<file path="src/ttbc_pkg.sv">
package ttbc_pkg;
    // Register byte offsets
    localparam logic [7:0] OFS_CNT = 8'h24;
    localparam logic [7:0] OFS_PSC = 8'h28;
    localparam logic [7:0] OFS_ARR = 8'h2C;
    localparam logic [7:0] OFS_REP = 8'h30;
    localparam logic [7:0] OFS_CCR = 8'h34;
    localparam logic [7:0] OFS_BDT = 8'h44;
    localparam logic [7:0] OFS_CTL = 8'h50;
    localparam logic [7:0] OFS_STA = 8'h54;
    // Reset values
    localparam logic [15:0] ARR_RESET = 16'hFFFF;
    localparam logic [15:0] ZERO16 = 16'h0000;
    // Break control field positions, plus the update flag copy bit of the counter
    localparam int BIT_BREAK_BIDIRECTIONAL = 28;
    localparam int BIT_BREAK_DISARM = 26;
    localparam int BIT_BKF_LO = 16;
    localparam int BIT_MOE = 15;
    localparam int BIT_AOE = 14;
    localparam int BIT_BKP = 13;
    localparam int BIT_BKE = 12;
    localparam int BIT_RUN_OFFSTATE_SELECT = 11;
    localparam int BIT_IDLE_OFFSTATE_SELECT = 10;
    localparam int BIT_LOCK_LO = 8;
    localparam int BIT_UPDATE_FLAG_COPY = 31;
    // Own control register bits
    localparam int BIT_CTL_EN = 0;
    localparam int BIT_CTL_REMAP = 1;
    localparam int BIT_CTL_INPUT = 2;
    localparam int BIT_CTL_PRE = 3;
    localparam int BIT_CTL_CCE = 4;
    localparam int BIT_CTL_POL = 5;
    localparam int BIT_CTL_UG = 6;
    localparam int BIT_CTL_UIFCLR = 7;
    localparam int BIT_CTL_OIS = 8;
    // Dead-time clock division of the kernel clock
    localparam int DTS_DIV = 1;

    typedef struct packed {
        logic break_bidirectional;
        logic [3:0] break_filter_select;
        logic auto_output_enable;
        logic break_polarity;
        logic break_enable;
        logic run_offstate_select;
        logic idle_offstate_select;
        logic [1:0] lock;
        logic [7:0] dtg;
    } ttbc_brk_t;
endpackage

</file>
<file path="src/ttbc_timer.sv">
// Decided for this implementation: the address-and-strobe port.
`timescale 1ns/1ps
// Notes on behaviour
// [RQ1] Counter bit 31 reads update flag copy when remap is on, else zero.
// [RQ2] Counter ticks at input rate divided by prescale value plus one.
// [RQ3] Prescale value reaches active prescaler only at update events, forced included.
// [RQ4] Reload register feeds active reload; resets to all ones.
// [RQ5] Counter holds while reload value is zero.
// [RQ6] Repeat downcounter makes update at zero, then reloads repeat value.
// [RQ7] Repeat value writes take effect at next repeat reload only.
// [RQ8] Repeat value plus one equals PWM periods per update.
// [RQ9] Compare write goes direct without preload, else at update event.
// [RQ10] Active compare versus counter drives the channel output.
// [RQ11] Input mode: compare register holds counter at last capture.
// [RQ12] Bidirectional break: active break pulls break line low, open drain.
// [RQ13] Bidirectional and disarm writes take effect one cycle later.
// [RQ14] Disarm bit disarms break; hardware clears it when no break remains.
// [RQ15] Software sets disarm to release the line, then polls until cleared.
// [RQ16] Break filter needs N equal samples; code zero bypasses filtering.
// [RQ17] Filter codes pick sample rate and N as tabulated.
// [RQ18] Bidirectional, filter and auto enable ignore writes at lock level one up.
// [RQ19] Software should program all lockable fields in its first write.
// [RQ20] Break clears main output enable immediately.
// [RQ21] Main output enable gates outputs; off state follows idle selection.
// [RQ22] Auto enable sets main output enable at update if break inactive.
// [RQ23] Polarity picks break active level; break enable gates break action.
// [RQ24] Lock field accepts only the first write after reset.
// [RQ25] Lock levels freeze more fields: level one, two, three. Level three freezes the same fields as level two.
// [RQ26] Counter counts zero to reload, wraps, decrements repeat downcounter.
module ttbc_timer (
    // Clock and reset
    input wire logic clk_i,
    input wire logic rst_i,
    // Register port
    input wire logic [7:0] addr_i,
    input wire logic [31:0] wdata_i,
    input wire logic wr_i,
    input wire logic rd_i,
    output logic [31:0] rdata_o,
    // Capture event, same clock domain
    input wire logic capture_input_event_i,
    // Break pin, open drain
    input wire logic break_input_i,
    output logic break_out_o,
    output logic break_oe_n_o,
    // Channel output and update flag
    output logic channel_output_o,
    output logic channel_oen_o,
    output logic update_flag_o
);
    // Write strobes
    wire logic wr_cnt = wr_i && addr_i == ttbc_pkg::OFS_CNT;
    wire logic wr_psc = wr_i && addr_i == ttbc_pkg::OFS_PSC;
    wire logic wr_arr = wr_i && addr_i == ttbc_pkg::OFS_ARR;
    wire logic wr_rep = wr_i && addr_i == ttbc_pkg::OFS_REP;
    wire logic wr_ccr = wr_i && addr_i == ttbc_pkg::OFS_CCR;
    wire logic wr_bdt = wr_i && addr_i == ttbc_pkg::OFS_BDT;
    wire logic wr_ctl = wr_i && addr_i == ttbc_pkg::OFS_CTL;

    logic [15:0] cnt_reg, psc_reg, psc_act_reg, pre_cnt_reg, arr_reg;
    logic [15:0] ccr_reg, ccr_act_reg;
    logic [7:0] rep_reg, repeat_downcounter_reg;
    logic [8:0] ctl_reg;
    logic uif_reg, moe_reg, dsrm_reg, lock_wr_reg;
    ttbc_pkg::ttbc_brk_t brk_reg;
    logic break_bidirectional_eff_reg, dsrm_eff_reg;
    logic [1:0] brk_sync_reg;
    logic brk_filt_reg;
    logic [3:0] flt_cnt_reg;
    logic [5:0] smp_cnt_reg;
    logic [31:0] rdata_reg;
    logic out_reg, oen_reg, bo_reg, boe_reg;

    // Control decode
    wire logic cen = ctl_reg[ttbc_pkg::BIT_CTL_EN];
    wire logic is_input = ctl_reg[ttbc_pkg::BIT_CTL_INPUT];
    wire logic force_update = wr_ctl && wdata_i[ttbc_pkg::BIT_CTL_UG];
    wire logic lvl1 = brk_reg.lock != 2'b00;
    wire logic lvl2 = brk_reg.lock[1];

    // Prescaler and counter tick
    localparam logic [15:0] ZERO = ttbc_pkg::ZERO16;
    wire logic tick = cen && arr_reg != ZERO && pre_cnt_reg == psc_act_reg; // RQ2 RQ5
    wire logic wrap = tick && cnt_reg >= arr_reg; // RQ26
    wire logic rep_zero = repeat_downcounter_reg == 8'h00;
    // Update event: overflow with repeat counter at zero, or forced
    wire logic upd = (wrap && rep_zero) || force_update; // RQ6 RQ8

    // Break sampling: select N and sample divider from filter code
    function automatic logic [9:0] flt_cfg(input logic [3:0] c);
        case (c)
            4'h1: flt_cfg = {6'd0, 4'd2};
            4'h2: flt_cfg = {6'd0, 4'd4};
            4'h3: flt_cfg = {6'd0, 4'd8};
            4'h4: flt_cfg = {6'd1, 4'd6};
            4'h5: flt_cfg = {6'd1, 4'd8};
            4'h6: flt_cfg = {6'd3, 4'd6};
            4'h7: flt_cfg = {6'd3, 4'd8};
            4'h8: flt_cfg = {6'd7, 4'd6};
            4'h9: flt_cfg = {6'd7, 4'd8};
            4'hA: flt_cfg = {6'd15, 4'd5};
            4'hB: flt_cfg = {6'd15, 4'd6};
            4'hC: flt_cfg = {6'd15, 4'd8};
            4'hD: flt_cfg = {6'd31, 4'd5};
            4'hE: flt_cfg = {6'd31, 4'd6};
            4'hF: flt_cfg = {6'd31, 4'd8};
            default: flt_cfg = 10'h000;
        endcase
    endfunction
    wire logic [9:0] cfg = flt_cfg(brk_reg.break_filter_select); // RQ17
    wire logic smp = smp_cnt_reg >= cfg[9:4];
    // Raw active level after polarity, async path when unfiltered
    wire logic raw_act = (break_input_i == brk_reg.break_polarity);
    wire logic syn_act = (brk_sync_reg[1] == brk_reg.break_polarity);
    wire logic flt_act = (brk_reg.break_filter_select == 4'h0) ? raw_act : brk_filt_reg; // RQ16
    wire logic brk_act = brk_reg.break_enable && flt_act; // RQ23
    wire logic break_event = brk_act && !dsrm_eff_reg; // RQ14

    // Prescaler, counter and repeat counter
    always_ff @(posedge clk_i or posedge rst_i) begin
        if (rst_i) begin
            pre_cnt_reg <= 16'h0000;
            cnt_reg <= 16'h0000;
            psc_act_reg <= 16'h0000;
            repeat_downcounter_reg <= 8'h00;
        end else begin
            pre_cnt_reg <= (upd || tick || !cen) ? 16'h0000 : pre_cnt_reg + 16'h0001;
            if (upd) begin
                psc_act_reg <= psc_reg; // RQ3
            end
            if (force_update || wrap) begin
                cnt_reg <= 16'h0000;
            end else if (wr_cnt) begin
                cnt_reg <= wdata_i[15:0];
            end else if (tick) begin
                cnt_reg <= cnt_reg + 16'h0001;
            end
            if (upd) begin
                repeat_downcounter_reg <= rep_reg; // RQ7
            end else if (wrap) begin
                repeat_downcounter_reg <= repeat_downcounter_reg - 8'h01; // RQ26
            end
        end
    end

    // Software registers and compare/capture
    always_ff @(posedge clk_i or posedge rst_i) begin
        if (rst_i) begin
            psc_reg <= 16'h0000;
            arr_reg <= ttbc_pkg::ARR_RESET; // RQ4
            rep_reg <= 8'h00;
            ccr_reg <= 16'h0000;
            ccr_act_reg <= 16'h0000;
            ctl_reg <= 9'h000;
            uif_reg <= 1'b0;
        end else begin
            if (wr_psc) psc_reg <= wdata_i[15:0];
            if (wr_arr) arr_reg <= wdata_i[15:0];
            if (wr_rep) rep_reg <= wdata_i[7:0];
            if (wr_ctl) ctl_reg <= {wdata_i[8], 2'b00, wdata_i[5:0]};
            if (is_input) begin
                if (capture_input_event_i && ctl_reg[ttbc_pkg::BIT_CTL_CCE]) begin
                    ccr_reg <= cnt_reg; // RQ11
                end
            end else begin
                if (wr_ccr) ccr_reg <= wdata_i[15:0];
                if (wr_ccr && !ctl_reg[ttbc_pkg::BIT_CTL_PRE]) begin
                    ccr_act_reg <= wdata_i[15:0]; // RQ9
                end else if (upd) begin
                    ccr_act_reg <= ccr_reg; // RQ9
                end
            end
            // Set wins over clear
            if (upd) uif_reg <= 1'b1;
            else if (wr_ctl && wdata_i[ttbc_pkg::BIT_CTL_UIFCLR]) uif_reg <= 1'b0;
        end
    end

    // Break and dead-time register with lock protection
    always_ff @(posedge clk_i or posedge rst_i) begin
        if (rst_i) begin
            brk_reg <= '0;
            lock_wr_reg <= 1'b0;
            dsrm_reg <= 1'b0;
            break_bidirectional_eff_reg <= 1'b0;
            dsrm_eff_reg <= 1'b0;
        end else begin
            if (wr_bdt) begin
                lock_wr_reg <= 1'b1;
                if (!lock_wr_reg) brk_reg.lock <= wdata_i[9:8]; // RQ24
                if (!lvl1) begin
                    brk_reg.break_bidirectional <= wdata_i[ttbc_pkg::BIT_BREAK_BIDIRECTIONAL]; // RQ18
                    brk_reg.break_filter_select <= wdata_i[ttbc_pkg::BIT_BKF_LO +: 4]; // RQ18
                    brk_reg.auto_output_enable <= wdata_i[ttbc_pkg::BIT_AOE]; // RQ18
                    brk_reg.break_polarity <= wdata_i[ttbc_pkg::BIT_BKP]; // RQ25
                    brk_reg.break_enable <= wdata_i[ttbc_pkg::BIT_BKE]; // RQ25
                    brk_reg.dtg <= wdata_i[7:0]; // RQ25
                end
                if (!lvl2) begin
                    brk_reg.run_offstate_select <= wdata_i[ttbc_pkg::BIT_RUN_OFFSTATE_SELECT]; // RQ25
                    brk_reg.idle_offstate_select <= wdata_i[ttbc_pkg::BIT_IDLE_OFFSTATE_SELECT]; // RQ25
                end
            end
            // Hardware clear once no source is active, software set wins
            if (wr_bdt && wdata_i[ttbc_pkg::BIT_BREAK_DISARM]) dsrm_reg <= 1'b1;
            else if (!brk_act) dsrm_reg <= 1'b0; // RQ14
            // One cycle of delay before these bits act
            break_bidirectional_eff_reg <= brk_reg.break_bidirectional; // RQ13
            dsrm_eff_reg <= dsrm_reg; // RQ13
        end
    end

    // Break synchroniser, sample divider and filter
    always_ff @(posedge clk_i or posedge rst_i) begin
        if (rst_i) begin
            brk_sync_reg <= 2'b00;
            smp_cnt_reg <= 6'h00;
            flt_cnt_reg <= 4'h0;
            brk_filt_reg <= 1'b0;
        end else begin
            brk_sync_reg <= {brk_sync_reg[0], break_input_i};
            smp_cnt_reg <= smp ? 6'h00 : smp_cnt_reg + 6'h01;
            if (smp) begin
                if (syn_act == brk_filt_reg) begin
                    flt_cnt_reg <= 4'h0;
                end else if (flt_cnt_reg + 4'h1 >= cfg[3:0]) begin
                    brk_filt_reg <= syn_act; // RQ16
                    flt_cnt_reg <= 4'h0;
                end else begin
                    flt_cnt_reg <= flt_cnt_reg + 4'h1;
                end
            end
        end
    end

    // Main output enable: break clears it at once, combinational path
    always_ff @(posedge clk_i or posedge rst_i) begin
        if (rst_i) begin
            moe_reg <= 1'b0;
        end else if (brk_act) begin
            moe_reg <= 1'b0; // RQ20
        end else if (wr_bdt) begin
            moe_reg <= wdata_i[ttbc_pkg::BIT_MOE];
        end else if (upd && brk_reg.auto_output_enable) begin
            moe_reg <= 1'b1; // RQ22
        end
    end
    wire logic moe_now = moe_reg && !brk_act; // RQ20

    // Channel and break pin outputs
    wire logic oc_ref = cnt_reg < ccr_act_reg; // RQ10
    wire logic oc_val = oc_ref ^ ctl_reg[ttbc_pkg::BIT_CTL_POL];
    wire logic ce = ctl_reg[ttbc_pkg::BIT_CTL_CCE] && !is_input;
    always_ff @(posedge clk_i or posedge rst_i) begin
        if (rst_i) begin
            out_reg <= 1'b0;
            oen_reg <= 1'b0;
            bo_reg <= 1'b0;
            boe_reg <= 1'b1;
        end else begin
            // Enabled output drives compare, idle drives idle level
            out_reg <= moe_now ? (ce & oc_val) : ctl_reg[ttbc_pkg::BIT_CTL_OIS]; // RQ21
            oen_reg <= moe_now ? (ce | brk_reg.run_offstate_select) : (ce & brk_reg.idle_offstate_select); // RQ21
            bo_reg <= 1'b0;
            boe_reg <= !(break_bidirectional_eff_reg && break_event); // RQ12
        end
    end

    // Read mux, data valid in the cycle after the strobe
    always_ff @(posedge clk_i or posedge rst_i) begin
        if (rst_i) begin
            rdata_reg <= 32'h00000000;
        end else if (rd_i) begin
            case (addr_i)
                ttbc_pkg::OFS_CNT: rdata_reg <= {uif_reg & ctl_reg[ttbc_pkg::BIT_CTL_REMAP],
                    15'h0000, cnt_reg}; // RQ1
                ttbc_pkg::OFS_PSC: rdata_reg <= {16'h0000, psc_reg};
                ttbc_pkg::OFS_ARR: rdata_reg <= {16'h0000, arr_reg};
                ttbc_pkg::OFS_REP: rdata_reg <= {24'h000000, rep_reg};
                ttbc_pkg::OFS_CCR: rdata_reg <= {16'h0000, ccr_reg};
                ttbc_pkg::OFS_BDT: rdata_reg <= {3'h0, brk_reg.break_bidirectional, 1'b0, dsrm_reg, 6'h00,
                    brk_reg.break_filter_select, moe_now, brk_reg.auto_output_enable, brk_reg.break_polarity, brk_reg.break_enable,
                    brk_reg.run_offstate_select, brk_reg.idle_offstate_select, brk_reg.lock, brk_reg.dtg};
                ttbc_pkg::OFS_CTL: rdata_reg <= {23'h000000, ctl_reg};
                ttbc_pkg::OFS_STA: rdata_reg <= {24'h000000, repeat_downcounter_reg};
                default: rdata_reg <= 32'h00000000;
            endcase
        end else begin
            rdata_reg <= 32'h00000000;
        end
    end

    assign rdata_o = rdata_reg;
    assign channel_output_o = out_reg;
    assign channel_oen_o = oen_reg;
    assign break_out_o = bo_reg;
    assign break_oe_n_o = boe_reg;
    assign update_flag_o = uif_reg;

    // Checks
    chk_zero_reload_hold: assert property (@(posedge clk_i) disable iff (rst_i) // RQ5
        (arr_reg == 16'h0000 && !wr_cnt && !force_update) |=> $stable(cnt_reg))
        else $error("counter moved with zero reload");
    chk_psc_only_upd: assert property (@(posedge clk_i) disable iff (rst_i) // RQ3
        !$past(upd) |-> $stable(psc_act_reg))
        else $error("active prescale changed without update");
    chk_break_clears_moe: assert property (@(posedge clk_i) disable iff (rst_i) // RQ20
        brk_act |=> !moe_reg)
        else $error("main output enable survived break");
    chk_aoe_sets_moe: assert property (@(posedge clk_i) disable iff (rst_i) // RQ22
        (upd && brk_reg.auto_output_enable && !brk_act && !wr_bdt) |=> moe_reg)
        else $error("auto enable did not set main output enable");
    chk_lock_once: assert property (@(posedge clk_i) disable iff (rst_i) // RQ24
        $past(lock_wr_reg) |-> $stable(brk_reg.lock))
        else $error("lock field changed after first write");
    chk_lock_filter: assert property (@(posedge clk_i) disable iff (rst_i) // RQ18
        $past(lvl1) |-> $stable(brk_reg.break_filter_select) && $stable(brk_reg.auto_output_enable))
        else $error("locked field was written");
    chk_rep_reload: assert property (@(posedge clk_i) disable iff (rst_i) // RQ7
        upd |=> repeat_downcounter_reg == $past(rep_reg))
        else $error("repeat counter not reloaded at update");
    chk_bidir_pull: assert property (@(posedge clk_i) disable iff (rst_i) // RQ12
        (break_bidirectional_eff_reg && break_event) |=> !break_oe_n_o && !break_out_o)
        else $error("break line not pulled low");
    chk_remap_zero: assert property (@(posedge clk_i) disable iff (rst_i) // RQ1
        (rd_i && addr_i == ttbc_pkg::OFS_CNT && !ctl_reg[ttbc_pkg::BIT_CTL_REMAP])
        |=> !rdata_o[31])
        else $error("copy bit set with remap off");
endmodule
</file>
<file path="config.mk">
export PLATFORM = sky130hd
export DESIGN_NAME = ttbc_timer
export DESIGN_NICKNAME = d
export VERILOG_FILES = /design/src/ttbc_pkg.sv /design/src/ttbc_timer.sv
export SDC_FILE = /design/constraint.sdc
export NUM_CORES = 1
export LEC_CHECK = 0
export BUFFER_PORTS_ARGS = -buffer_cell sky130_fd_sc_hd__buf_2
export CORE_MARGIN = 8
export CORE_UTILIZATION = 61
export DETAILED_ROUTE_END_ITERATION = 12
export PLACE_DENSITY = 0.92
export SETUP_SLACK_MARGIN = 0.02
export SLEW_MARGIN = 20
export SYNTH_ARGS = -nofsm -noshare
export SYNTH_HDL_FRONTEND = slang
export SYNTH_SLANG_ARGS = --single-unit
</file>
<file path="constraint.sdc">
create_clock -name clk_i -period 8.1 [get_ports clk_i]
set_input_delay 1.215 -clock clk_i [delete_from_list [all_inputs] [get_ports clk_i]]
set_output_delay 1.215 -clock clk_i [all_outputs]
set_load 0.005 [all_outputs]
</file>
==> results of run 1 <==
path summary, 6_finish.rpt:
path	start	to	slack, ps	depth (start not counted)
setup / recovery	addr_i[2]	cnt_reg[6]	3740	7
hold / removal	brk_sync_reg[0]	brk_sync_reg[1]	370	0
setup reg to reg	cnt_reg[4]	pre_cnt_reg[10]	4450	8
hold reg to reg	brk_sync_reg[0]	brk_sync_reg[1]	370	0
max in group asynchronous	rst_i	rep_reg[3]	5700	3
min in group asynchronous	rst_i	rdata_o[19]	910	2
layout make-up:
class,count,area share [%]
Timing Repair Buffer,68,2.972
Clock inverter,15,1.308
Clock buffer,17,3.558
Inverter,50,1.632
Tap cell,229,2.396
Multi-Input combinational cell,767,46.10
Sequential cell,200,42.03
cells by family (layout without fill, tap and decap cells):
family,count (synthesis),after routing,share of synthesized area [%]
compound gates,201,201,11.63
flops,200,200,45.76
xor+xnor,45,45,3.588
buf+inv,110,150,4.408
fa+ha+maj,50,50,5.695
simple gates,319,319,14.76
mux,142,142,14.12
other cells,1,10,0.03414
layout by cell type, fill, tap and decap left out, types with 5 or more instances in the layout:
master	synthesis	layout
a31oi_1	6	6
nand2_1	64	64
buf_2	14	62
nand4_1	13	13
xnor2_1	14	14
a221oi_1	6	6
and4_1	5	5
ha_1	50	50
mux2i_1	38	38
inv_8	0	6
dfstp_2	17	17
a21o_1	6	6
inv_1	50	49
nor2_1	103	103
xor2_1	31	31
nand2b_1	16	16
nor4_1	14	14
mux2_2	104	104
clkbuf_16	0	17
a21oi_1	80	80
and2_1	8	8
buf_4	10	6
and3_1	11	11
a22oi_1	19	19
a211oi_1	11	11
conb_1	1	10
nor3_1	24	23
dfrtp_1	183	183
nand3_1	31	31
o21ai_0	36	36
power by group through the flow:
stage | combinational [mW] | clock [mW] | sequential, mW
after CTS | 0.436 | 0.839 | 1.16
after global placement | 0.401 | 0 | 1.18
after global routing | 0.487 | 0.885 | 1.18
final | 0.443 | 0.840 | 1.17
after floorplan | 0.334 | 0 | 1.14
after detailed placement | 0.425 | 0 | 1.18
metrics by stage:
stage	cell area [um^2]	utilization, %
6_report	11960	67.02
5_1_grt	11960	67.02
4_1_cts	11950	67.00
3_5_place_dp	11370	63.74
3_3_place_gp	11370	63.74
2_1_floorplan	11020	-
routing by layer:
metal / wire, um / track usage (%)
met2: 14050 / 42.91
met3: 3073 / 6.342
met4: 1365 / 13.74
met1: 10680 / 33.17
met5: 23 / 0
==> impl_metrics.env, run 1 <==
export IMPL_totalPowerFinal_mw=2.451
export IMPL_cts_setup_buffers=0
export IMPL_maxCapViolCount=0
export IMPL_cts_buffers=17
export IMPL_timing_final_ws_setup_ps=3743
export IMPL_finalHoldViolCount=0
export IMPL_worst_hold_slack_ps=370.5
export IMPL_cts_root_buf="clkbuf_16"
export IMPL_dp_slack_ps=3489
export IMPL_status="completed"
export IMPL_synth_edff_count=0
export IMPL_grt_use_total_pct=26.71
export IMPL_start_util_pct=61.57
export IMPL_drc_errors=0
export IMPL_pin_count=83
export IMPL_cp_start_kind="primary input"
export IMPL_postSynthAreaPerCell_um2=10.28
export IMPL_synth_top_area_share_pct=41.69
export IMPL_critPathRequiredTime_ps=8470
export IMPL_path_delay_family="simple AND/OR/NAND/NOR gates"
export IMPL_netSwitchingPower_mw=0.7827
export IMPL_p_seq_share_pct=47.7
export IMPL_yosysUniqueCellTypes=69
export IMPL_vias=8834
export IMPL_regArea_um2=5026
export IMPL_fin_worst_skew_ps=12.82
export IMPL_netlist_top_cells_area="dfrtp_1, mux2_2, ha_1, dfstp_2, a21oi_1"
export IMPL_die_x_um=150.2
export IMPL_relSlewSlack_pct=30.04
export IMPL_viasPerCell=6.563
export IMPL_drv_slew=0
export IMPL_cts_htree_levels=4
export IMPL_grt_pass1_wl_um=46780
export IMPL_cp_num_buf_inv=1
export IMPL_power_internal_mw=1.668
export IMPL_crit_path_end_kind="register"
export IMPL_finalSetupTns_ps=0
export IMPL_gp_congestion=0.9432
export IMPL_ctsResizeCount=0
export IMPL_worst_path_max_fanout=37
export IMPL_power_frac_clock_pct=34.3
export IMPL_p_per_area_nw_per_um2=204.9
export IMPL_max_freq_mhz=229.5
export IMPL_area_delta_synth_final_pct=8.862
export IMPL_ir_worst_vdd_v=0.0001611
export IMPL_critPathSlowestCell="nand2_1"
export IMPL_synthesis_area_um2=10980
export IMPL_yosys_area_top_type="dfrtp_1"
export IMPL_ys_ff_latch=200
export IMPL_die_y_um=150.2
export IMPL_rows=49
export IMPL_avgRoutedWirePerCell_um=21.69
export IMPL_grt_overflow=0
export IMPL_nets=1200
export IMPL_antenna_found_initial=2
export IMPL_fillers=1221
export IMPL_largest_reg_flops=23
export IMPL_synthMostInstantiatedCell="dfrtp_1"
export IMPL_synthArstFlopShare_pct=100.0
export IMPL_min_period_ps=4357
export IMPL_cts_buffer_depth=2
export IMPL_cts_hold_buf=0
export IMPL_portBuffers=62
export IMPL_syn_instance_count=1068
export IMPL_stdcell_count=1346
export IMPL_hpwl_um=19790
export IMPL_hp_class="reg -> reg"
export IMPL_ys_seq_area_share_pct=45.76
export IMPL_synth_main_ff_cell="dfrtp_1"
export IMPL_cts_tree="built"
export IMPL_drtIter0Drc=967
export IMPL_cts_sinks=200
export IMPL_grt_pass1_vias=8854
export IMPL_insertion_delay_ps=460
export IMPL_ys_warn_count=0
export IMPL_cp_cell_sequence="buf_2 > nand2b_1 > nor4_4 > nand2_1 > a22o_1 > a311o_1 > nor3_1"
export IMPL_core_area_um2=17840
export IMPL_antenna_left=0
export IMPL_cp_slowest_stage_delay_ps=850
export IMPL_synth_common_cells="dfrtp_1, mux2_2, nor2_1"
export IMPL_routed_wl_um=29200
export IMPL_critPathKind="in -> reg"
export IMPL_rsz0062_at_grt="false"
export IMPL_antenna_cells=0
export IMPL_tightest_slew_ps=1046
export IMPL_firstDrtPassIters=6
export IMPL_clk_pin_slew_ps=80
export IMPL_leakagePower_nw=5.697
export IMPL_drive_gt1_share_pct=21.40
export IMPL_post_route_period_util_pct=53.79
export IMPL_multi_input_area_um2=5513
export IMPL_combPwrFrac_pct=18.1
export IMPL_setup_viol=0
export IMPL_arrival_ps=4730
export IMPL_placed_cells=1314
export IMPL_grt_max_degree=124
export IMPL_die_area_um2=22560
export IMPL_p_sw_share_pct=31.94
Power figures use the tool's default switching activity.
==> run 2: changes to the inputs <==
--- a/config.mk
+++ b/config.mk
@@ -5,11 +5,12 @@
 export SDC_FILE = /design/constraint.sdc
 export NUM_CORES = 1
 export LEC_CHECK = 0
+export ABC_AREA = 1
 export BUFFER_PORTS_ARGS = -buffer_cell sky130_fd_sc_hd__buf_2
 export CORE_MARGIN = 8
-export CORE_UTILIZATION = 61
+export CORE_UTILIZATION = 55
 export DETAILED_ROUTE_END_ITERATION = 12
-export PLACE_DENSITY = 0.92
+export PLACE_DENSITY = 0.88
 export SETUP_SLACK_MARGIN = 0.02
 export SLEW_MARGIN = 20
 export SYNTH_ARGS = -nofsm -noshare
==> constraint.sdc (replaced) <==
create_clock -name clk_i -period 3.9 [get_ports clk_i]
set_input_delay 0.585 -clock clk_i [delete_from_list [all_inputs] [get_ports clk_i]]
set_output_delay 0.585 -clock clk_i [all_outputs]
set_load 0.005 [all_outputs]
==> impl_metrics.env, run 2 <==
export IMPL_cts_setup_buffers=0
export IMPL_antenna_found_initial=0
export IMPL_antenna_cells=0
export IMPL_cts_root_buf="clkbuf_16"
export IMPL_yosys_area_top_type="dfrtp_1"
export IMPL_path_common_cell="nand2_1"
export IMPL_drive_gt1_share_pct=10.80
export IMPL_avgRoutedWirePerCell_um=17.31
export IMPL_cp_cell_sequence="inv_1 > ha_1 > nand2_1 > nor2_1 > nor2_1 > nand2_1 > nand2_1 > nand2_1 > nand2_1 > nand2_1 > nand3_4 > buf_4 > nand3_2 > nor2_1"
export IMPL_critPathSlowestCell="dfstp_2"
export IMPL_die_y_um=158.1
export IMPL_p_per_area_nw_per_um2=384.0
export IMPL_gp_congestion=1.004
export IMPL_cts_buffer_depth=2
export IMPL_drtIter0Drc=1101
export IMPL_grt_use_total_pct=25.64
export IMPL_die_area_um2=25010
export IMPL_cts_tree="built"
export IMPL_worst_hold_slack_ps=96.85
export IMPL_cp_slowest_stage_delay_ps=540
export IMPL_synthMostInstantiatedCell="nand2_1"
export IMPL_viasPerCell=5.691
export IMPL_cts_hold_buf=0
export IMPL_portBuffers=62
export IMPL_nets=1592
export IMPL_grt_max_degree=68
export IMPL_synth_common_cells="nand2_1, inv_1, dfrtp_1"
export IMPL_critPathRequiredTime_ps=4260
export IMPL_arrival_ps=3090
export IMPL_hp_class="in -> async"
export IMPL_start_util_pct=55.46
export IMPL_synthArstFlopShare_pct=100.0
export IMPL_fin_worst_skew_ps=10.26
export IMPL_clk_pin_slew_ps=70
export IMPL_pin_count=83
export IMPL_firstDrtPassIters=6
export IMPL_final_cell_area_um2=12320
export IMPL_relSlewSlack_pct=33.14
export IMPL_grt_overflow=0
export IMPL_leakagePower_nw=6.119
export IMPL_finalHoldViolCount=0
export IMPL_insertion_delay_ps=440
export IMPL_core_area_um2=20040
export IMPL_final_cell_mix="nand2_1, inv_1, dfrtp_1"
export IMPL_antenna_left=0
export IMPL_synth_top_area_share_pct=41.21
export IMPL_postSynthAreaPerCell_um2=7.723
export IMPL_ys_warn_count=0
export IMPL_synthesis_area_um2=11110
export IMPL_hpwl_um=22550
export IMPL_cp_start_kind="register"
export IMPL_routed_wl_um=30790
export IMPL_drc_errors=0
export IMPL_finalSetupTns_ps=0
export IMPL_synth_main_ff_cell="dfrtp_1"
export IMPL_cts_htree_levels=4
export IMPL_tightest_slew_ps=1001
export IMPL_vias=10120
export IMPL_setup_viol=0
export IMPL_stdcell_count=1779
export IMPL_cts_sinks=200
export IMPL_maxCapViolCount=0
export IMPL_min_period_ps=2734
export IMPL_ys_ff_latch=200
export IMPL_cts_buffers=17
export IMPL_totalPowerFinal_mw=4.730
export IMPL_die_x_um=158.1
export IMPL_dpl_cell_area_um2=11700
export IMPL_ctsResizeCount=0
export IMPL_post_route_period_util_pct=70.09
export IMPL_syn_instance_count=1439
export IMPL_grt_pass1_vias=9836
export IMPL_max_freq_mhz=365.8
export IMPL_synth_edff_count=0
export IMPL_ir_worst_vdd_v=0.0003143
export IMPL_final_common_cell="nand2_1"
export IMPL_grt_pass1_wl_um=50150
export IMPL_rsz0062_at_grt="false"
export IMPL_drv_slew=0
export IMPL_yosysUniqueCellTypes=45
export IMPL_ys_seq_area_share_pct=45.23
export IMPL_area_delta_synth_final_pct=10.83
export IMPL_critPathKind="reg -> reg"
export IMPL_status="completed"
export IMPL_rows=52
export IMPL_placed_cells=1746
export IMPL_largest_reg_flops=23
export IMPL_netlist_top_cells_area="dfrtp_1, nand2_1, inv_1, o21ai_0, ha_1"
export IMPL_worst_path_max_fanout=36
export IMPL_crit_path_end_kind="register"
run 2: layout make-up:
| type | count | area, um^2 |
|---|---|---|
| multi-input combinational | 996 | 5124 |
| sequential | 200 | 5026 |
| timing repair buffer | 77 | 460.4 |
| inverter | 204 | 769.5 |
| clock buffer | 22 | 454.2 |
| tap | 270 | 337.8 |
| clock inverter | 10 | 145.1 |
| fill | 1773 | 7722 |
run 2: through the flow:
stage	setup WS [ps]	utilization (%)
floorplan	740.5	-
global placement	1012	58.37
detailed placement	1029	58.37
CTS	1181	61.36
global route	948.8	61.46
finish	1166	61.46
run 2: final timing paths:
path	end	cells after the start	slack, ps	from
worst max-delay path	pre_cnt_reg[12]	14	1170	arr_reg[3]
worst min-delay path	ccr_act_reg[3]	2	100	rst_i
worst max register to register	pre_cnt_reg[12]	14	1170	arr_reg[3]
worst min register to register	brk_sync_reg[1]	0	350	brk_sync_reg[0]
max in group asynchronous	arr_reg[10]	4	2860	rst_i
min in group clk_i	brk_sync_reg[0]	1	290	break_input_i
run 2: critical path, delay by kind of cell (launching register included):
| family | cells | cell delay, ps |
|---|---|---|
| buf+inv | 2 | 400 |
| fa+ha+maj | 1 | 290 |
| simple gates | 11 | 1420 |
| flops | 1 | 540 |
run 2: kinds of logic (layout without fill, tap and decap cells):
group                      count (synthesis)  in the layout  share of synthesized area, %
and+or+nand+nor                          638            638                         24.40
AOI/OAI and AO/OA                        269            269                         13.36
buffers and inverters                    252            313                         9.052
DFF                                      200            200                         45.23
adders and majority gates                 50             50                         5.629
xor gates and xnor gates                  28             28                         2.207
other                                      1             10                       0.03374
muxes                                      1              1                       0.09007
run 2: power by group:
group	switching, mW	internal (mW)	leakage [nW]
Sequential	0.0975	2.19	2.54
Combinational	0.397	0.214	3.29
Clock	0.797	1.03	0.291
run 2: metal layers:
layer  global-route usage [%]  vias up  routed length, um
li1                         -     4753                  -
met5                        0        -                  0
met1                    33.15     4800              12360
met2                    42.57      490              14960
met3                    4.723       81               2673
met4                    8.666        0                797
